**config.mk**
```make
export PLATFORM = sky130hd
export DESIGN_NAME = ofd_decoder
export DESIGN_NICKNAME = d
export VERILOG_FILES = /design/src/ofd_pkg.sv /design/src/ofd_cc_if.sv /design/src/ofd_clk_calc.sv /design/src/ofd_decoder.sv
export SDC_FILE = /design/constraint.sdc
export NUM_CORES = 1
export LEC_CHECK = 0
export ABC_AREA = 1
export BUFFER_PORTS_ARGS = -buffer_cell sky130_fd_sc_hd__buf_2
export CORE_MARGIN = 2
export CORE_UTILIZATION = 50
export CTS_CLUSTER_SIZE = 8
export DETAILED_ROUTE_END_ITERATION = 8
export HOLD_SLACK_MARGIN = 0.12
export PLACE_DENSITY = 0.74
export SLEW_MARGIN = 20
export SYNTH_ARGS = -nofsm -noshare
export SYNTH_HDL_FRONTEND = slang
export SYNTH_SLANG_ARGS = --single-unit
```
**constraint.sdc**
```tcl
create_clock -name clk -period 6.8 [get_ports clk]
set_clock_uncertainty 0.05 [all_clocks]
set_input_delay 1.02 -clock clk [delete_from_list [all_inputs] [get_ports clk]]
set_output_delay 1.02 -clock clk [all_outputs]
set_load 0.03 [all_outputs]
```
**src/ofd_pkg.sv**
```systemverilog
// Purpose: Shared constants and types of the operand field decoder.
// Assumes: Included before every other file of the block.
// Notes: Register offsets are byte addresses on the Wishbone slave.
package ofd_pkg;
  // ********************************
  // Field codes
  // ********************************
  localparam logic [2:0] IDX_NONE = 3'h4;
  localparam logic [1:0] SS_X1 = 2'h0;
  typedef enum logic [2:0] {
    GPR_EAX = 3'h0, GPR_ECX = 3'h1, GPR_EDX = 3'h2, GPR_EBX = 3'h3,
    GPR_NONE = 3'h4, GPR_EBP = 3'h5, GPR_ESI = 3'h6, GPR_EDI = 3'h7
  } ofd_gpr_t;
  typedef enum logic [2:0] {
    SEG_ES = 3'h0, SEG_CS = 3'h1, SEG_SS = 3'h2, SEG_DS = 3'h3,
    SEG_FS = 3'h4, SEG_GS = 3'h5, SEG_BAD = 3'h7
  } ofd_seg_t;
  typedef enum logic [1:0] {
    CLS_NONE = 2'h0, CLS_CTRL = 2'h1, CLS_DBG = 2'h2, CLS_TEST = 2'h3
  } ofd_cls_t;
  typedef enum logic [1:0] {
    FA_KEEP = 2'h0, FA_MOD = 2'h1, FA_CLR = 2'h2, FA_SET = 2'h3
  } ofd_fact_t;
  // ********************************
  // Flag positions
  // ********************************
  localparam int FLG_CF = 0;
  localparam int FLG_PF = 1;
  localparam int FLG_AF = 2;
  localparam int FLG_ZF = 3;
  localparam int FLG_SF = 4;
  localparam int FLG_TF = 5;
  localparam int FLG_IF = 6;
  localparam int FLG_DF = 7;
  localparam int FLG_OF = 8;
  localparam int NUM_FLAGS = 9;
  localparam logic [8:0] FLAGS_RST = 9'h000;
  // ********************************
  // Register map
  // ********************************
  localparam logic [7:0] ADR_CLK_BASE = 8'h00;
  localparam logic [7:0] ADR_CLK_ALT = 8'h04;
  localparam logic [7:0] ADR_CLK_VAR = 8'h08;
  localparam logic [7:0] ADR_FLAGS = 8'h0C;
  localparam logic [7:0] ADR_STATUS = 8'h10;
  localparam logic [7:0] ADR_CC_REAL = 8'h14;
  localparam logic [7:0] ADR_CC_PROT = 8'h18;
  localparam logic [31:0] CLK_TBL_RST = 32'h00000000;
  localparam logic [15:0] CLK_VAR_RST = 16'h0000;
  localparam int ST_SPEC_INV = 0;
  localparam int ST_SEG3_INV = 1;
  localparam int ST_EA_UNDEF = 2;
  localparam int ST_IDX_NONE = 3;
  // ********************************
  // Clock count adders
  // ********************************
  localparam logic [15:0] EA_TWO_REG_ADD = 16'h0001;
  localparam logic [15:0] PEN_EVEN_ONE = 16'h0002;
  localparam logic [15:0] PEN_EVEN_BOTH = 16'h0004;
  localparam logic [15:0] PEN_ODD_ONE = 16'h0004;
  localparam logic [15:0] PEN_ODD_BOTH = 16'h0008;
endpackage : ofd_pkg

```
**src/ofd_cc_if.sv**
```systemverilog
// Purpose: Carries clock count inputs and results to the calculator.
// Assumes: Columns 0..3 are real hit, real miss, prot hit, prot miss.
// Notes: Used only between the top and its calculator.
`timescale 1ns/1ns
interface ofd_cc_if;
  logic [3:0][7:0] base;
  logic [3:0][7:0] alt;
  logic use_alt;
  logic [7:0] per_iter;
  logic [7:0] per_level;
  logic [7:0] rep_n;
  logic [4:0] level;
  logic two_reg;
  logic size32;
  logic odd_addr;
  logic mis16;
  logic rd;
  logic wr;
  logic [3:0][15:0] cc;
  modport calc (input base, alt, use_alt, per_iter, per_level, rep_n, level,
    two_reg, size32, odd_addr, mis16, rd, wr, output cc);
  modport ctrl (output base, alt, use_alt, per_iter, per_level, rep_n, level,
    two_reg, size32, odd_addr, mis16, rd, wr, input cc);
endinterface : ofd_cc_if

```
**src/ofd_clk_calc.sv**
```systemverilog
// Purpose: Combinational clock count for all four mode and cache columns.
// Assumes: Base values already exclude wait states, holds and exceptions.
// Notes: Alignment adders go to the cache miss columns only.
`timescale 1ns/1ns
module ofd_clk_calc
  import ofd_pkg::*;
(
  ofd_cc_if.calc cc_if // Count inputs and results
);
  // ********************************
  // Alignment penalty
  // ********************************
  function automatic logic [15:0] align_pen(input logic size32,
    input logic odd, input logic mis16, input logic rd, input logic wr);
    logic [15:0] p;
    p = 16'h0000;
    if (size32 && odd) begin
      if (rd && wr) p = PEN_ODD_BOTH;
      else if (rd || wr) p = PEN_ODD_ONE;
    end else if (size32 || mis16) begin
      if (rd && wr) p = PEN_EVEN_BOTH;
      else if (rd || wr) p = PEN_EVEN_ONE;
    end
    return p;
  endfunction : align_pen

  logic [15:0] var_add;
  logic [15:0] ea_add;
  logic [15:0] pen;

  always_comb begin
    var_add = 16'(16'(cc_if.per_iter) * 16'(cc_if.rep_n))
      + 16'(16'(cc_if.per_level) * 16'(cc_if.level));
    ea_add = cc_if.two_reg ? EA_TWO_REG_ADD : 16'h0000;
    // Aligned 16-bit operands cost nothing extra on a miss
    pen = align_pen(cc_if.size32, cc_if.odd_addr, cc_if.mis16,
      cc_if.rd, cc_if.wr);
    for (int c = 0; c < 4; c++) begin
      // base figures assume zero waits, no hold, no fault
      cc_if.cc[c] = 16'(cc_if.use_alt ? cc_if.alt[c] : cc_if.base[c])
        + var_add + ea_add + ((c % 2 == 1) ? pen : 16'h0000);
    end
  end
endmodule : ofd_clk_calc

```
**src/ofd_decoder.sv**
```systemverilog
// Purpose: Decodes operand register fields, flag actions and clock counts.
// Assumes: Front end holds fields stable while presenting them.
// Notes: Register selects are combinational; counts are registered.
//
// Notes on behaviour
// - Index field selects register; 100 means none.
// - Scale field gives multiplier one, two, four, eight.
// - Two-bit segment field maps ES, CS, SS, DS.
// - Three-bit segment adds FS, GS; 110/111 undefined.
// - Special selector maps control, debug, test registers.
// - Unlisted class and selector pairs are invalid.
// - Nine status and control flags are tracked.
// - Each flag is modified, kept, cleared or set.
// - Base counts assume no waits, holds, exceptions.
// - Two register address components add one clock.
// - Miss counts assume aligned 16-bit operands.
// - Misaligned 16 or even 32 adds 2/4.
// - Odd 32-bit operand adds 4, or 8.
// - Counts reported per mode and hit/miss.
// - Variable counts use repeats, level, alternatives.
`timescale 1ns/1ns
module ofd_decoder
  import ofd_pkg::*;
(
  input wire logic clk, // 20 MHz clock
  input wire logic rst, // Async reset, active high
  input wire logic wb_cyc_i, // Wishbone cycle
  input wire logic wb_stb_i, // Wishbone strobe
  input wire logic wb_we_i, // Wishbone write
  input wire logic [7:0] wb_adr_i, // Byte address
  input wire logic [3:0] wb_sel_i, // Byte lanes
  input wire logic [31:0] wb_dat_i, // Write data
  output logic [31:0] wb_dat_o, // Read data
  output logic wb_ack_o, // Acknowledge
  input wire logic fld_valid, // Fields presented
  input wire logic [2:0] index_field, // Index field
  input wire logic [1:0] scale_field, // Scale field
  input wire logic [1:0] seg_select_two_bit, // Two-bit segment field
  input wire logic [2:0] seg_select_three_bit, // Three-bit segment field
  input wire logic [2:0] spec_sel_field, // Special register field
  input wire logic [1:0] spec_class, // Special register class
  output ofd_gpr_t index_reg, // Index register, NONE if absent
  output logic index_used, // Index register present
  output logic [3:0] scale_mult, // One, two, four or eight
  output logic ea_undefined, // Scale nonzero without index
  output ofd_seg_t seg_two, // Segment from two-bit field
  output ofd_seg_t seg_three, // Segment from three-bit field
  output logic seg_three_invalid, // Three-bit code undefined
  output logic [2:0] spec_reg_num, // Special register number
  output logic spec_invalid, // Bad class and selector pair
  input wire logic flag_apply, // Apply flag actions this cycle
  input wire logic [17:0] flag_action, // Two bits per flag
  input wire logic [8:0] flag_result, // Flag values from result
  output logic [8:0] flags, // Current flags
  input wire logic cc_req, // Compute clock counts
  input wire logic cc_use_alt, // Memory, not taken or high privilege
  input wire logic [7:0] cc_rep_n, // Repetition count
  input wire logic [4:0] cc_level, // Stack frame level
  input wire logic cc_two_reg, // Two register address parts
  input wire logic cc_size32, // 32-bit operand
  input wire logic cc_odd_addr, // Operand at odd address
  input wire logic cc_mis16, // Misaligned 16-bit operand
  input wire logic cc_rd, // Instruction reads operand
  input wire logic cc_wr, // Instruction writes operand
  output logic [15:0] cc_real_hit, // Real mode, reg or hit
  output logic [15:0] cc_real_miss, // Real mode, miss
  output logic [15:0] cc_prot_hit, // Protected mode, reg or hit
  output logic [15:0] cc_prot_miss, // Protected mode, miss
  output logic cc_valid // Counts updated last cycle
);
  // ********************************
  // Declarations
  // ********************************
  logic wb_ack_r;
  logic [31:0] wb_dat_r;
  logic [31:0] clk_base_r;
  logic [31:0] clk_alt_r;
  logic [15:0] clk_var_r;
  logic [8:0] flags_r;
  logic [8:0] flags_nxt;
  logic [3:0] status_r;
  logic [3:0][15:0] cc_r;
  logic cc_valid_r;
  logic bus_req;
  logic bus_wr;
  logic [31:0] rd_data;
  ofd_cc_if cc_if ();

  // Merges a write under byte lanes
  function automatic logic [31:0] lane_merge(input logic [31:0] old,
    input logic [31:0] wdat, input logic [3:0] sel);
    logic [31:0] r;
    r = old;
    for (int b = 0; b < 4; b++) begin
      if (sel[b]) r[b*8 +: 8] = wdat[b*8 +: 8];
    end
    return r;
  endfunction : lane_merge

  // ********************************
  // Index and scale decode
  // ********************************
  always_comb begin
    unique case (index_field)
      3'h0: index_reg = GPR_EAX;
      3'h1: index_reg = GPR_ECX;
      3'h2: index_reg = GPR_EDX;
      3'h3: index_reg = GPR_EBX;
      3'h4: index_reg = GPR_NONE;
      3'h5: index_reg = GPR_EBP;
      3'h6: index_reg = GPR_ESI;
      3'h7: index_reg = GPR_EDI;
    endcase
    index_used = (index_field != IDX_NONE);
    unique case (scale_field)
      2'h0: scale_mult = 4'h1;
      2'h1: scale_mult = 4'h2;
      2'h2: scale_mult = 4'h4;
      2'h3: scale_mult = 4'h8;
    endcase
    // Flags a supplier slip; the address itself is left as decoded
    ea_undefined = !index_used && (scale_field != SS_X1);
  end

  // ********************************
  // Segment decode
  // ********************************
  always_comb begin
    unique case (seg_select_two_bit)
      2'h0: seg_two = SEG_ES;
      2'h1: seg_two = SEG_CS;
      2'h2: seg_two = SEG_SS;
      2'h3: seg_two = SEG_DS;
    endcase
    seg_three_invalid = 1'b0;
    unique case (seg_select_three_bit)
      3'h0: seg_three = SEG_ES;
      3'h1: seg_three = SEG_CS;
      3'h2: seg_three = SEG_SS;
      3'h3: seg_three = SEG_DS;
      3'h4: seg_three = SEG_FS;
      3'h5: seg_three = SEG_GS;
      default: begin
        seg_three = SEG_BAD;
        seg_three_invalid = 1'b1;
      end
    endcase
  end

  // ********************************
  // Special register decode
  // ********************************
  always_comb begin
    spec_invalid = 1'b1;
    unique case (ofd_cls_t'(spec_class))
      CLS_CTRL: begin
        spec_invalid = !(spec_sel_field inside {3'h0, 3'h2, 3'h3});
      end
      CLS_DBG: begin
        spec_invalid = (spec_sel_field inside {3'h4, 3'h5});
      end
      CLS_TEST: begin
        spec_invalid = (spec_sel_field < 3'h3);
      end
      CLS_NONE: begin
        spec_invalid = 1'b1;
      end
    endcase
    // Number is zero on a bad pair so no stray register is named
    spec_reg_num = spec_invalid ? 3'h0 : spec_sel_field;
  end

  // ********************************
  // Flags
  // ********************************
  always_comb begin
    flags_nxt = flags_r;
    if (bus_wr && wb_adr_i == ADR_FLAGS) begin
      flags_nxt = 9'(lane_merge({23'h0, flags_r}, wb_dat_i, wb_sel_i));
    end
    // Instruction actions win over a software write in the same cycle
    if (flag_apply) begin
      for (int i = 0; i < NUM_FLAGS; i++) begin
        unique case (ofd_fact_t'(flag_action[i*2 +: 2]))
          FA_KEEP: flags_nxt[i] = flags_nxt[i];
          FA_MOD: flags_nxt[i] = flag_result[i];
          FA_CLR: flags_nxt[i] = 1'b0;
          FA_SET: flags_nxt[i] = 1'b1;
        endcase
      end
    end
  end

  always_ff @(posedge clk or posedge rst) begin
    if (rst) begin
      flags_r <= FLAGS_RST;
    end else begin
      flags_r <= flags_nxt;
    end
  end

  assign flags = flags_r;

  // ********************************
  // Decode status capture
  // ********************************
  always_ff @(posedge clk or posedge rst) begin
    if (rst) begin
      status_r <= 4'h0;
    end else if (fld_valid) begin
      status_r[ST_SPEC_INV] <= spec_invalid;
      status_r[ST_SEG3_INV] <= seg_three_invalid;
      status_r[ST_EA_UNDEF] <= ea_undefined;
      status_r[ST_IDX_NONE] <= !index_used;
    end
  end

  // ********************************
  // Clock counts
  // ********************************
  always_comb begin
    cc_if.base = clk_base_r;
    cc_if.alt = clk_alt_r;
    cc_if.use_alt = cc_use_alt;
    cc_if.per_iter = clk_var_r[7:0];
    cc_if.per_level = clk_var_r[15:8];
    cc_if.rep_n = cc_rep_n;
    cc_if.level = cc_level;
    cc_if.two_reg = cc_two_reg;
    cc_if.size32 = cc_size32;
    cc_if.odd_addr = cc_odd_addr;
    cc_if.mis16 = cc_mis16;
    cc_if.rd = cc_rd;
    cc_if.wr = cc_wr;
  end

  ofd_clk_calc u_calc (
    .cc_if (cc_if.calc)
  );

  always_ff @(posedge clk or posedge rst) begin
    if (rst) begin
      cc_r <= '0;
      cc_valid_r <= 1'b0;
    end else begin
      cc_valid_r <= cc_req;
      if (cc_req) cc_r <= cc_if.cc;
    end
  end

  assign cc_real_hit = cc_r[0];
  assign cc_real_miss = cc_r[1];
  assign cc_prot_hit = cc_r[2];
  assign cc_prot_miss = cc_r[3];
  assign cc_valid = cc_valid_r;

  // ********************************
  // Wishbone slave
  // ********************************
  // One wait state: ack one edge after the request, dropped next cycle
  assign bus_req = wb_cyc_i && wb_stb_i && !wb_ack_r;
  assign bus_wr = bus_req && wb_we_i;

  always_ff @(posedge clk or posedge rst) begin
    if (rst) begin
      clk_base_r <= CLK_TBL_RST;
      clk_alt_r <= CLK_TBL_RST;
      clk_var_r <= CLK_VAR_RST;
    end else if (bus_wr) begin
      if (wb_adr_i == ADR_CLK_BASE) begin
        clk_base_r <= lane_merge(clk_base_r, wb_dat_i, wb_sel_i);
      end
      if (wb_adr_i == ADR_CLK_ALT) begin
        clk_alt_r <= lane_merge(clk_alt_r, wb_dat_i, wb_sel_i);
      end
      if (wb_adr_i == ADR_CLK_VAR) begin
        clk_var_r <= 16'(lane_merge({16'h0, clk_var_r}, wb_dat_i, wb_sel_i));
      end
    end
  end

  always_comb begin
    unique case (wb_adr_i)
      ADR_CLK_BASE: rd_data = clk_base_r;
      ADR_CLK_ALT: rd_data = clk_alt_r;
      ADR_CLK_VAR: rd_data = {16'h0, clk_var_r};
      ADR_FLAGS: rd_data = {23'h0, flags_r};
      ADR_STATUS: rd_data = {28'h0, status_r};
      ADR_CC_REAL: rd_data = {cc_r[1], cc_r[0]};
      ADR_CC_PROT: rd_data = {cc_r[3], cc_r[2]};
      // Unmapped addresses still ack, reading zero
      default: rd_data = 32'h00000000;
    endcase
  end

  always_ff @(posedge clk or posedge rst) begin
    if (rst) begin
      wb_ack_r <= 1'b0;
      wb_dat_r <= 32'h00000000;
    end else begin
      wb_ack_r <= bus_req;
      if (bus_req && !wb_we_i) wb_dat_r <= rd_data;
    end
  end

  assign wb_ack_o = wb_ack_r;
  assign wb_dat_o = wb_dat_r;
endmodule : ofd_decoder

```
* Word-level counts from Yosys, hierarchy flattened *
Memory sizes are Yosys's and may differ from the RTL's.
Cells that the tools add are included.

operators by class
  order comparisons = 1
  multiplexer cells = 31
  equal/unequal tests = 52
  reduce and logical (&&, ||, !) cells = 43
  multiply operators = 2
  $add $sub $neg = 11

operators with widths
  cell                                                                   number
  32-bit case mux with 7 select lines                                    1
  16-bit adder                                                           10
  16-bit two-way mux                                                     4
  2-bit equality test, second input constant                             24
  8-bit two-way mux                                                      5
  1-bit case mux with 4 select lines                                     10
  3-bit AND reduction                                                    10
  2-bit by 1-bit equality test with 1-bit output, second input constant  12
  8-bit by 5-bit equality test with 1-bit output, second input constant  3
  2-bit logical NOT                                                      12
  9-bit two-way mux                                                      2
  3-bit case mux with 6 select lines                                     1
  16-bit by 13-bit adder with 16-bit output                              1
  8-bit by 4-bit equality test with 1-bit output, second input constant  2
  8-bit by 8-bit multiplier with 16-bit output                           1
  4-bit case mux with 4 select lines                                     1
  8-bit by 5-bit multiplier with 13-bit output                           1
  3-bit by 2-bit equality test with 1-bit output, second input constant  4
  3-bit equality test, second input constant                             4
  3-bit case mux with 4 select lines                                     1
  8-bit by 3-bit equality test with 1-bit output, second input constant  1
  1-bit logical AND                                                      8
  8-bit logical NOT                                                      1
  3-bit logical NOT                                                      2
  other kinds (11)                                                       19

word-level totals
  memory bits (read-only) = 24
  output and inout port bits = 127
  flip-flop bits (word level) = 191
  memories kept = 1
  word-level logic and storage cells = 160

memories
  name              depth  width  rd ports  clocked after Yosys merged registers in  wr ports  line                text
  (name not given)  8      3      1         0                                        0         ofd_decoder.sv:104  unique case (index_field)

* Depth between registers and ports, before layout *
Gate-level depths: netlist (run 1).

  depth after elaboration = 7
  depth in mapped cells = 32
  depth with buffers taken out = 31

* Hierarchy *
Synthesis (run 1) repeated with hierarchy kept, for this count alone.

second synthesis, totals
  cell total of the unflattened synthesis = 1985
  area total of the unflattened synthesis = 15409.8 um2

modules (own cells, without submodules)
  module        cells each  instances  area an instance (um2)
  ofd_decoder   1038        1          8832.2
  ofd_clk_calc  947         1          6577.6

* Worst setup path before layout (run 1) *
No wires, ideal clock.

  path kind = input -> register
  from = input cc_rep_n[1]
  to = register cc_r, in the netlist cc_prot_miss[12]
  arrival time = 6.297 ns
  stages on the path = 31
  required time = 6.627 ns
  slack = 0.330 ns
  setup time = 0.123 ns
  cells stage by stage = buf_1 -> nand2_1 -> inv_1 -> fa_1 -> inv_1 -> fa_1 -> inv_1 -> fa_1 -> fa_1 -> inv_1 -> fa_1 -> inv_1 -> ha_1 -> nand2_1 -> inv_1 -> nand2_1 -> nand2_1 -> xor2_1 -> ha_1 -> ha_1 -> nand2_1 -> nor3_1 -> nand2_1 -> nand2_1 -> nand2_1 -> nand2_1 -> nand2_1 -> nor2_2 -> a21oi_1 -> o21ai_0 -> nand2_1

between the ends
  word-level cells in the longest chain between the ends = 5

ends and longest elaborated chain
  what                                          line                text
  from (decl)                                   ofd_decoder.sv:57   input wire logic [7:0] cc_rep_n,
  8-bit by 8-bit multiplier with 16-bit output  ofd_clk_calc.sv:32  var_add = 16'(16'(cc_if.per_iter) * 16'(cc_if.rep_n))
  16-bit by 13-bit adder with 16-bit output     ofd_clk_calc.sv:33  + 16'(16'(cc_if.per_level) * 16'(cc_if.level));
  16-bit adder (3 in a row)                     ofd_clk_calc.sv:41  + var_add + ea_add + ((c % 2 == 1) ? pen : 16'h0000);
  to (signal assigned)                          ofd_decoder.sv:247  if (cc_req) cc_r <= cc_if.cc;
  to (decl)                                     ofd_decoder.sv:82   logic [3:0][15:0] cc_r;

No other way between the ends.
A chain may end at the register's enable or synchronous reset.

* Worst setup path after layout (run 1) *
  from = input cc_rep_n[1]
  to = register cc_r, in the netlist cc_real_miss[13]

Same word-level chain as after synthesis.

==> key figures, run 1 <==
Finish
  • Final Cell Area: 0.01715 mm^2
  • Area delta synth->final: 14.69%
  • Nets: 2499
  • Final Util: 0.5802
  • Fill count: 2808
  • Non-filler cells, final: 2608
  • Most frequent cells in the layout: 603 x nand2_1, 356 x inv_1, 235 x buf_2
  • Inserted Diodes: 0
  • Most common cell after layout, fill and taps aside: nand2_1
  • Share of layout cells above drive strength 1: 0.1677

Min path
  • Hold Path Stages: 2
  • Worst-case hold path end point: wb_dat_o[2]
  • HP Class: reg2reg
  • Worst Hold Launch: wb_dat_o[2]

Floorplan
  • Die W: 176.9 um
  • CORE AREA: 0.02956 mm^2
  • Initial Util: 0.5059
  • IO Pins: 241
  • Chip Height: 176.9 um
  • Cell Rows: 63
  • DIE AREA: 0.03131 mm^2

STA
  • Max frequency: 0.1553 GHz
  • Fin crit period: 6.441 ns
  • Actual slew at the worst max-slew pin: 0.9389 ns
  • Final period utilization: 0.9472
  • Endpoints failing hold: 0
  • RSZ-0062 raised after global routing: no
  • Number of setup violations in the final report: 0
  • Final setup TNS: 0 ns
  • Max-slew violations: 0
  • Relative slew slack: 0.3741

Placed design
  • Placed Area: 0.01655 mm^2
  • Placed insts: 2576
  • Input/output buffers: 235
  • GPL Wtd Cong: 0.9484
  • Post-DP HPWL: 35.52 mm

Pwr
  • Switching share of total power: 0.3121
  • Pleak: 9.735 nW
  • Seq pwr share: 0.468
  • Power per cell area: 148.9 mW/mm^2
  • Tot Pwr: 2.554 mW
  • Share of total power in the clock network: 0.399
  • VDD IR max: 168.8 uV
  • Pint: 1.757 mW
  • Comb pwr share: 0.134
  • Net Sw Power: 797.1 uW

Yosys
  • Synthesized net count: 2289
  • Synth Cell Area: 0.01495 mm^2
  • Avg Cell Area, Syn: 7.496 um^2
  • Mapped Cells: 1995
  • Synth Warn #: 0
  • Library cells used by synthesis: 52
  • Flops & latches, synth: 191
  • Register area share after synthesis: 0.3196

Drt
  • Antenna Nets Post-Route: 0
  • Vias/cell: 5.335
  • Initial DRC Count: 1128
  • Number of remaining DRC errors: 0
  • Wire length per cell: 17.62 um
  • Routed vias: 13910
  • Iteration count of the initial detailed-routing pass: 6
  • WL final: 45.96 mm

Setup path
  • Reg2Reg Setup Slack: 0.44 ns
  • Startpoint types: input pin
  • Critical path fanouts, max: 8
  • FF-to-FF path depth: 26
  • Critical path class: in2reg
  • Critical Path RT: 7.04 ns
  • Arr. time, crit path: 6.68 ns
  • R2r endpoint: cc_prot_miss[12]
  • CP Capture Type: flop
  • Origin of the critical flop-to-flop path: clk_var_r[2]

Clock network
  • CTS H-tree depth: 4
  • Clock Sinks: 191
  • Worst-Skew Late Latency: 0.46 ns
  • Inserted Clock Buffers: 17
  • Clock transition at the registers of the reported paths: 0.08 ns
  • CTS max path bufs: 2
  • Cts hold-fix bufs: 0
  • CTS tree: done
  • CTS root buf: clkbuf_16

GRT
  • Largest net degree at the start of global routing: 133
  • All-layer global routing usage: 0.3008
  • Initial antenna violation count: 2
  • First-pass GRT wire length: 72.59 mm
  • Vias in the first global route: 13720
  • Global route overflow: 0

Outcome
  • Outcome: complete, no violations

Flow run
  • Max Cap Viol: 0
==> routing by layer <==
| metal | global-route usage | wire length, um |
|---|---|---|
| met5 | 0 | 0 |
| met4 | 0.09263 | 1110 |
| met3 | 0.05670 | 3863 |
| met2 | 0.4901 | 21480 |
| met1 | 0.4072 | 19500 |
==> through the flow <==
step                      setup WS (ns)  hold slack (ns)
after floorplan                  0.3304           0.3992
after global placement          -0.1089           0.4117
after detailed placement        -0.2780           0.4103
after CTS                        0.1614           0.4348
after global routing            0.03423           0.4431
final                            0.3593           0.4299
==> state kept, by name (all words and copies together) (netlist names) <==
signal and cells:
wb_ack_o 1, cc_real_miss 16, flags 9, cc_real_hit 16
cc_prot_hit 16, status_r 4, cc_prot_miss 16, cc_if.alt 32
wb_dat_o 32, cc_valid 1, cc_if.base 32, clk_var_r 16
==> cell type report <==
class / instances / area (um^2) / area share
Clock buffer: 18 / 429.2 / 0.02502
Clock inverter: 14 / 142.6 / 0.008316
Inverter: 369 / 1395 / 0.08134
Multi-Input combinational cell: 1356 / 8478 / 0.4943
Sequential cell: 191 / 4780 / 0.2787
Tap cell: 390 / 488.0 / 0.02845
Timing Repair Buffer: 270 / 1439 / 0.08389
==> timing repair <==
item,CTS,global route
endpoints found under the setup margin,0,10
resized for setup,0,3
buffers inserted,0,0
==> synth_stat cells, drive strengths merged <==
| master | instances | share of area |
|---|---|---|
| a211oi | 3 | 0.0015 |
| a21o | 2 | 0.0010 |
| a21oi | 56 | 0.020 |
| a221oi | 3 | 0.0018 |
| a22o | 4 | 0.0023 |
| a31oi | 10 | 0.0042 |
| and2 | 1 | 0.00042 |
| buf | 19 | 0.0079 |
| clkbuf | 60 | 0.015 |
| clkinv | 2 | 0.00050 |
| conb | 1 | 0.00025 |
| dfrtp | 191 | 0.32 |
| fa | 89 | 0.12 |
| ha | 91 | 0.076 |
| inv | 367 | 0.092 |
| mux2 | 4 | 0.0030 |
| mux2i | 2 | 0.0013 |
| nand2 | 626 | 0.16 |
| nand3 | 67 | 0.023 |
| nand3b | 1 | 0.00050 |
| nand4 | 14 | 0.0059 |
| nor2 | 77 | 0.025 |
| nor3 | 11 | 0.0048 |
| nor4 | 2 | 0.0013 |
| o2111ai | 7 | 0.0041 |
| o211ai | 10 | 0.0050 |
| o21a | 2 | 0.0010 |
| o21ai | 223 | 0.075 |
| o21bai | 1 | 0.00050 |
| o221ai | 1 | 0.00059 |
| o22ai | 18 | 0.0075 |
| o31ai | 3 | 0.0015 |
| or2 | 6 | 0.0025 |
| xnor2 | 4 | 0.0023 |
| xor2 | 17 | 0.010 |
==> power groups by stage <==
stage | clock (mW) | sequential (mW) | combinational, mW
detailed placement | 0 | 1.22 | 0.338
finish | 1.02 | 1.19 | 0.341
global placement | 0 | 1.22 | 0.334
CTS | 1.02 | 1.19 | 0.341
global route | 1.06 | 1.20 | 0.374
floorplan | 0 | 1.25 | 0.160
==> logic make-up (layout without fill, tap and decap cells) <==
group           Yosys count  in the layout  synth area share
other cells               1              1         0.0002508
buf+inv                 448            671            0.1158
fa+ha+maj               180            180            0.1953
simple gates            805            805            0.2265
mux                       6              6          0.004351
xor+xnor                 21             21           0.01230
compound gates          343            343            0.1259
flops                   191            191            0.3196
==> how the worst max path moves through the flow <==
stage	cells after the start	from	end	slack (ns)
4_1_cts	26	cc_rep_n[1]	cc_real_miss[13]	0.16
3_3_place_gp	26	cc_rep_n[1]	cc_real_miss[13]	-0.11
5_1_grt	31	cc_rep_n[1]	cc_prot_miss[12]	0.03
2_1_floorplan	31	cc_rep_n[1]	cc_prot_miss[12]	0.33
3_5_place_dp	29	cc_rep_n[1]	cc_real_miss[14]	-0.28
6_report	26	cc_rep_n[1]	cc_real_miss[13]	0.36
==> critical path: stages <==
cell	delay [ns]
buf_2	0.15
nand2_1	0.07
inv_1	0.05
fa_1	0.54
inv_1	0.05
fa_1	0.48
inv_1	0.05
fa_1	0.48
fa_1	0.56
inv_1	0.05
fa_1	0.49
inv_1	0.05
ha_1	0.34
nand2_1	0.11
nand3_1	0.20
xor2_4	0.33
ha_1	0.30
ha_1	0.34
a21oi_1	0.16
o21ai_0	0.08
a21oi_1	0.33
nor2_4	0.10
nand2_1	0.09
nand2_1	0.05
nand3_1	0.08
o21ai_0	0.12
No activity file was read; power rests on OpenSTA's default activity.
==> run 2: changes to the inputs <==
==> constraint.sdc (replaced) <==
create_clock -name clk -period 6.8 [get_ports clk]
set_clock_uncertainty 0.05 [all_clocks]
set_input_delay 0 -clock clk [delete_from_list [all_inputs] [get_ports clk]]
set_output_delay 0 -clock clk [all_outputs]
set_load 0.03 [all_outputs]
==> run 2 against run 1 <==
Setup slack lost 0.039 ns. Sequential cell count did not move. Non-clock buffer count increased by 58. Worst hold slack worse by 0.28 ns. Combinational power increased by 11%. Die area unchanged. First-iteration DRC count is 20% higher. Core utilization grew 2.3 points. Sequential share of layout area down 1.0 points. Register-to-register slack lost 0.12 ns. Global-route usage rose by 0.58 points. Total power increased by 3.4%. Critical endpoint is now cc_prot_miss[14].
==> key figures, run 2 (synthesis results as in run 1) <==
Pwr
  • VDD IR max: 143.0 uV (-15%)
  • Seq pwr share: 0.453 (-0.015)
  • Power per cell area: 148.1 mW/mm^2 (-0.54%)
  • Tot Pwr: 2.640 mW (+3.4%)
  • Switching share of total power: 0.3086 (-0.003510)
  • Share of total power in the clock network: 0.404 (+0.005)
  • Comb pwr share: 0.143 (+0.009)
  • Net Sw Power: 814.5 uW (+2.2%)
  • Pleak: 9.964 nW (+2.4%)
  • Pint: 1.825 mW (+3.9%)

Clock network
  • Inserted Clock Buffers: 17 (unchanged)
  • CTS root buf: clkbuf_16
  • Worst-Skew Late Latency: 0.45 ns (about the same)
  • Clock transition at the registers of the reported paths: 0.09 ns (about the same)
  • CTS H-tree depth: 4 (unchanged)
  • Clock Sinks: 191 (unchanged)
  • CTS max path bufs: 2 (unchanged)
  • CTS tree: done
  • Setup Fix Bufs, Post-CTS: 0 (unchanged)

Flow run
  • Max Cap Viol: 0 (unchanged)

Setup path
  • Critical path fanouts, max: 10 (+2)
  • CP max-delay cell: fa_1
  • Startpoint types: flop
  • Critical Path Max Stage Delay: 0.54 ns (-0.02 ns)
  • CP Capture Type: flop
  • Critical Path RT: 7.13 ns (+0.09 ns)
  • Arr. time, crit path: 6.81 ns (+0.13 ns)
  • Most used cell, CP: nand2_1
  • Critical path class: reg2reg

Placed design
  • GPL Wtd Cong: 0.9588 (+1.1%)
  • DP Worst Slack: 0.3246 ns (+0.6027 ns)
  • Placed Area: 0.01636 mm^2 (-1.2%)
  • Post-DP HPWL: 35.06 mm (-1.3%)
  • Input/output buffers: 235 (unchanged)
  • Placed insts: 2550 (-1.0%)

Finish
  • Most frequent cells in the layout: 602 x nand2_1, 356 x inv_1, 235 x buf_2
  • Most common cell after layout, fill and taps aside: nand2_1
  • Final Cell Area: 0.01782 mm^2 (+3.9%)
  • Share of layout cells above drive strength 1: 0.1520 (-0.01570)
  • Non-filler cells, final: 2667 (+2.3%)
  • Final Util: 0.6029 (+0.02269)
  • Area delta synth->final: 19.18%
  • Nets: 2557 (+2.3%)

Drt
  • Wire length per cell: 17.70 um (+0.46%)
  • Iteration count of the initial detailed-routing pass: 7 (+1)
  • Initial DRC Count: 1357 (+20%)
  • Vias/cell: 5.439 (+2.0%)
  • Number of remaining DRC errors: 0 (unchanged)
  • Antenna Nets Post-Route: 0 (unchanged)
  • WL final: 47.21 mm (+2.7%)
  • Routed vias: 14510 (+4.3%)

GRT
  • Vias in the first global route: 14030 (+2.2%)
  • First-pass GRT wire length: 74.00 mm (+1.9%)
  • Largest net degree at the start of global routing: 120 (-9.8%)
  • Global route overflow: 0 (unchanged)
  • Initial antenna violation count: 1 (-1)
  • All-layer global routing usage: 0.3066 (+0.005764)

STA
  • Endpoints failing hold: 0 (unchanged)
  • RSZ-0062 raised after global routing: no
  • Max-slew violations: 0 (unchanged)
  • Fin crit period: 6.480 ns (+0.03905 ns)
  • Relative slew slack: 0.3397 (-0.03432)
  • Final setup TNS: 0 ns (unchanged)
  • Worst Slack Setup Final: 0.3203 ns (-0.03905 ns)
  • Final hold slack: 0.1545 ns (-0.2754 ns)
  • Final period utilization: 0.9529 (+0.005742)
  • Number of setup violations in the final report: 0 (unchanged)
  • Actual slew at the worst max-slew pin: 0.9904 ns (+0.05148 ns)
  • Max frequency: 0.1543 GHz (-0.60%)

Min path
  • HP Class: in2reg

Outcome
  • Outcome: complete, no violations

Floorplan
  • Chip Height: 176.9 um (unchanged)
  • Cell Rows: 63 (unchanged)
  • Initial Util: 0.5059 (unchanged)
  • DIE AREA: 0.03131 mm^2 (unchanged)
  • Die W: 176.9 um (unchanged)
  • IO Pins: 241 (unchanged)
  • CORE AREA: 0.02956 mm^2 (unchanged)
[run 2: cell types whose count changed in the layout (fill, tap and decap cells not counted), sizes merged]
cell,before,now
diode,0,1
dlygate4sd3,0,84
bufinv,0,1
clkinvlp,2,0
clkbuf,18,19
buf,270,244
[run 2: metal layers]
metal	vias to the layer above	track usage	wire, um
met4	0	0.1129	1555
met1	6948	0.4227	19800
met2	719	0.4909	21990
met5	-	0	0
li1	6756	-	-
met3	84	0.04639	3867
[run 2: power groups by stage]
stage / combinational [mW] / clock (mW) / sequential [mW]
finish: 0.378 / 1.07 / 1.19
global route: 0.413 / 1.11 / 1.20
CTS: 0.375 / 1.06 / 1.19
detailed placement: 0.331 / 0 / 1.22
global placement: 0.327 / 0 / 1.22
floorplan: 0.160 / 0 / 1.25
[run 2: worst paths after layout]
path | start | to | slack, ns | depth (start not counted)
worst max register to register | clk_var_r[3] | cc_prot_miss[14] | 0.32 | 29
min in group asynchronous | rst | cc_if.base[17] | 0.21 | 3
max in group asynchronous | rst | clk_var_r[11] | 4.97 | 4
worst min register to register | wb_dat_o[15] | wb_dat_o[15] | 0.43 | 2
worst max-delay path | clk_var_r[3] | cc_prot_miss[14] | 0.32 | 29
worst min-delay path | wb_adr_i[4] | wb_dat_o[2] | 0.15 | 8
[run 2: timing repair]
item,4_1_cts,5_1_grt
endpoints found under the setup margin,0,5
hold endpoints to repair,237,0
hold buffers,84,0
resized for setup,0,2
[run 2: final cells by class]
cell class              count  area, um^2
clock inverters            13       170.2
clock buffers              19       432.9
inverters                 369        1395
multi-input cells        1356        8469
repair buffers            328        2085
well taps                 390       488.0
fillers                  2644       11740
diodes                      1       2.502
flip-flops and latches    191        4780
[run 2: critical path: cells and delay by family (launching register included)]
| family | cells | cell delay (ns) |
|---|---|---|
| compound gates | 3 | 0.54 |
| simple gates | 11 | 1.01 |
| flops | 1 | 0.50 |
| buf+inv | 6 | 0.34 |
| xor+xnor | 1 | 0.54 |
| fa+ha+maj | 8 | 3.42 |
==> run 3: changes to the inputs <==
--- a/config.mk
+++ b/config.mk
@@ -13,6 +13,7 @@
 export DETAILED_ROUTE_END_ITERATION = 8
 export HOLD_SLACK_MARGIN = 0.12
 export PLACE_DENSITY = 0.74
+export REMOVE_ABC_BUFFERS = 1
 export SLEW_MARGIN = 20
 export SYNTH_ARGS = -nofsm -noshare
 export SYNTH_HDL_FRONTEND = slang
==> run 3 against run 2 <==
Sequential share of layout area down 0.083 points. Register-to-register slack better by 0.21 ns. Setup slack better by 0.21 ns. Non-clock buffer count up 5. Sequential cell count unchanged. Sequential power about the same. Routed wire length up 0.63%. First-iteration DRC count down 6.0%. Critical path depth up 1. Core utilization up 0.19 points. Cell count up 0.15%. Worst hold slack better by 0.027 ns. Critical endpoint is now cc_prot_miss[12].
==> key figures, run 3 (synthesis results as in run 1) <==
Drt
  • Iteration count of the initial detailed-routing pass: 7 (unchanged)
  • Vias/cell: 5.346 (-1.7%)
  • Initial DRC Count: 1276 (-6.0%)
  • Routed vias: 14280 (-1.6%)
  • WL final: 47.51 mm (+0.63%)
  • Antenna Nets Post-Route: 0 (unchanged)
  • Number of remaining DRC errors: 0 (unchanged)
  • Wire length per cell: 17.79 um (+0.48%)

STA
  • Max-slew violations: 0 (unchanged)
  • Final hold slack: 0.1818 ns (+0.02731 ns)
  • Number of setup violations in the final report: 0 (unchanged)
  • Actual slew at the worst max-slew pin: 0.9949 ns (+0.004484 ns)
  • Max frequency: 0.1595 GHz (+3.3%)
  • Worst Slack Setup Final: 0.5284 ns (+0.2081 ns)
  • Fin crit period: 6.272 ns (-0.2081 ns)
  • Endpoints failing hold: 0 (unchanged)
  • Final setup TNS: 0 ns (unchanged)
  • Relative slew slack: 0.3368 (-0.002989)
  • RSZ-0062 raised after global routing: no
  • Final period utilization: 0.9223 (-0.03061)

Clock network
  • Setup Fix Bufs, Post-CTS: 0 (unchanged)
  • CTS tree: done
  • Clock Sinks: 191 (unchanged)
  • CTS root buf: clkbuf_16
  • Worst-Skew Late Latency: 0.45 ns (about the same)
  • CTS H-tree depth: 4 (unchanged)
  • Clock transition at the registers of the reported paths: 0.07 ns (-0.02 ns)
  • Inserted Clock Buffers: 17 (unchanged)
  • CTS max path bufs: 2 (unchanged)

GRT
  • Initial antenna violation count: 0 (-1)
  • Largest net degree at the start of global routing: 118 (-1.7%)
  • Vias in the first global route: 14400 (+2.6%)
  • Global route overflow: 0 (unchanged)
  • All-layer global routing usage: 0.3134 (+0.006798)
  • First-pass GRT wire length: 75.35 mm (+1.8%)

Pwr
  • Share of total power in the clock network: 0.408 (+0.004)
  • Power per cell area: 148.5 mW/mm^2 (+0.25%)
  • Seq pwr share: 0.449 (-0.004)
  • VDD IR max: 164.0 uV (+15%)
  • Comb pwr share: 0.144 (about the same)
  • Pleak: 10.02 nW (+0.54%)
  • Switching share of total power: 0.2871 (-0.02152)
  • Net Sw Power: 761.9 uW (-6.5%)
  • Pint: 1.892 mW (+3.7%)

Floorplan
  • IO Pins: 241 (unchanged)
  • CORE AREA: 0.02956 mm^2 (unchanged)
  • Initial Util: 0.5059 (unchanged)
  • DIE AREA: 0.03131 mm^2 (unchanged)
  • Die W: 176.9 um (unchanged)
  • Chip Height: 176.9 um (unchanged)
  • Cell Rows: 63 (unchanged)

Finish
  • Final Util: 0.6048 (+0.001862)
  • Nets: 2562 (+0.20%)
  • Inserted Diodes: 0 (-1)
  • Sequential Area: 0.004780 mm^2 (unchanged)
  • Most frequent cells in the layout: 603 x nand2_1, 356 x inv_1, 235 x buf_2
  • Final Cell Area: 0.01788 mm^2 (+0.31%)
  • Share of layout cells above drive strength 1: 0.1530 (+0.0009820)
  • Most common cell after layout, fill and taps aside: nand2_1
  • Area delta synth->final: 19.54%
  • Fill count: 2708 (+2.4%)
  • Multi-input gate area: 0.008467 mm^2 (about the same)

Placed design
  • GPL Wtd Cong: 0.9387 (-2.1%)
  • Placed Area: 0.01637 mm^2 (about the same)
  • DP Worst Slack: 0.4692 ns (+0.1445 ns)
  • Post-DP HPWL: 35.25 mm (+0.55%)
  • Input/output buffers: 235 (unchanged)

Min path
  • Hold Path Stages: 8 (unchanged)
  • Worst-case hold path end point: wb_dat_o[2]
  • Worst Hold Launch: wb_adr_i[4]
  • HP Class: in2reg

Setup path
  • CP Capture Type: flop
  • CP max-delay cell: fa_1
  • Critical path class: reg2reg
  • Critical path fanouts, max: 10 (unchanged)
  • Critical Path Max Stage Delay: 0.54 ns (about the same)
  • Most used cell, CP: nand2_1
  • Critical Path RT: 7.08 ns (-0.05 ns)
  • Worst setup startpoint: clk_var_r[4]
  • Arr. time, crit path: 6.55 ns (-0.26 ns)
  • R2r endpoint: cc_prot_miss[12]
  • Origin of the critical flop-to-flop path: clk_var_r[4]
  • Reg2Reg Setup Slack: 0.53 ns (+0.21 ns)
  • FF-to-FF path depth: 30 (+3.4%)
  • Startpoint types: flop

Outcome
  • Outcome: complete, no violations

Flow run
  • Max Cap Viol: 0 (unchanged)
==> run 3: how the worst max path moves through the flow <==
stage | endpoint | slack [ns] | cells after the start
finish | cc_prot_miss[12] | 0.53 | 30
global placement | cc_prot_miss[12] | 0.68 | 30
CTS | cc_prot_miss[12] | 0.42 | 30
floorplan | cc_prot_miss[12] | 1.03 | 30
global route | cc_prot_miss[12] | 0.01 | 30
detailed placement | cc_prot_miss[12] | 0.47 | 30
==> run 3: per-layer routing <==
metal	up-vias	GRT usage	share of wire	wire length [um]
li1	6762	-	-	-
met1	6770	0.4162	0.42	19780
met2	624	0.5086	0.47	22160
met3	122	0.05627	0.081	3863
met4	0	0.1250	0.036	1704
met5	-	0	0	0
==> run 3: layout make-up <==
cell class,count,area share
multi-input combinational,1356,0.4736
sequential,191,0.2674
timing repair buffer,333,0.1191
inverter,369,0.07804
clock buffer,22,0.02765
tap,390,0.02730
clock inverter,10,0.006929
==> run 3: critical path, delay by kind of cell (launching register included) <==
kind	cells	cell delay (ns)
simple gates	13	1.30
xor+xnor	1	0.26
compound gates	2	0.17
buf+inv	6	0.34
fa+ha+maj	8	3.55
flops	1	0.47
==> run 3: what timing repair did <==
item | CTS | global route
endpoints found under the hold margin | 220 | 0
endpoints found under the setup margin | 0 | 2
resized for setup | 0 | 2
hold buffers | 87 | 0
==> run 3: through the flow <==
stage	std cells	power (mW)
3_5_place_dp	2552	1.545
2_1_floorplan	1916	1.388
6_report	2671	2.654
3_3_place_gp	2552	1.541
4_1_cts	2671	2.657
5_1_grt	2671	2.737
==> run 3: power groups by stage <==
stage | combinational, mW | clock (mW) | sequential, mW
detailed placement | 0.332 | 0 | 1.21
global placement | 0.329 | 0 | 1.21
floorplan | 0.133 | 0 | 1.26
finish | 0.381 | 1.08 | 1.19
CTS | 0.377 | 1.09 | 1.19
global route | 0.415 | 1.13 | 1.19
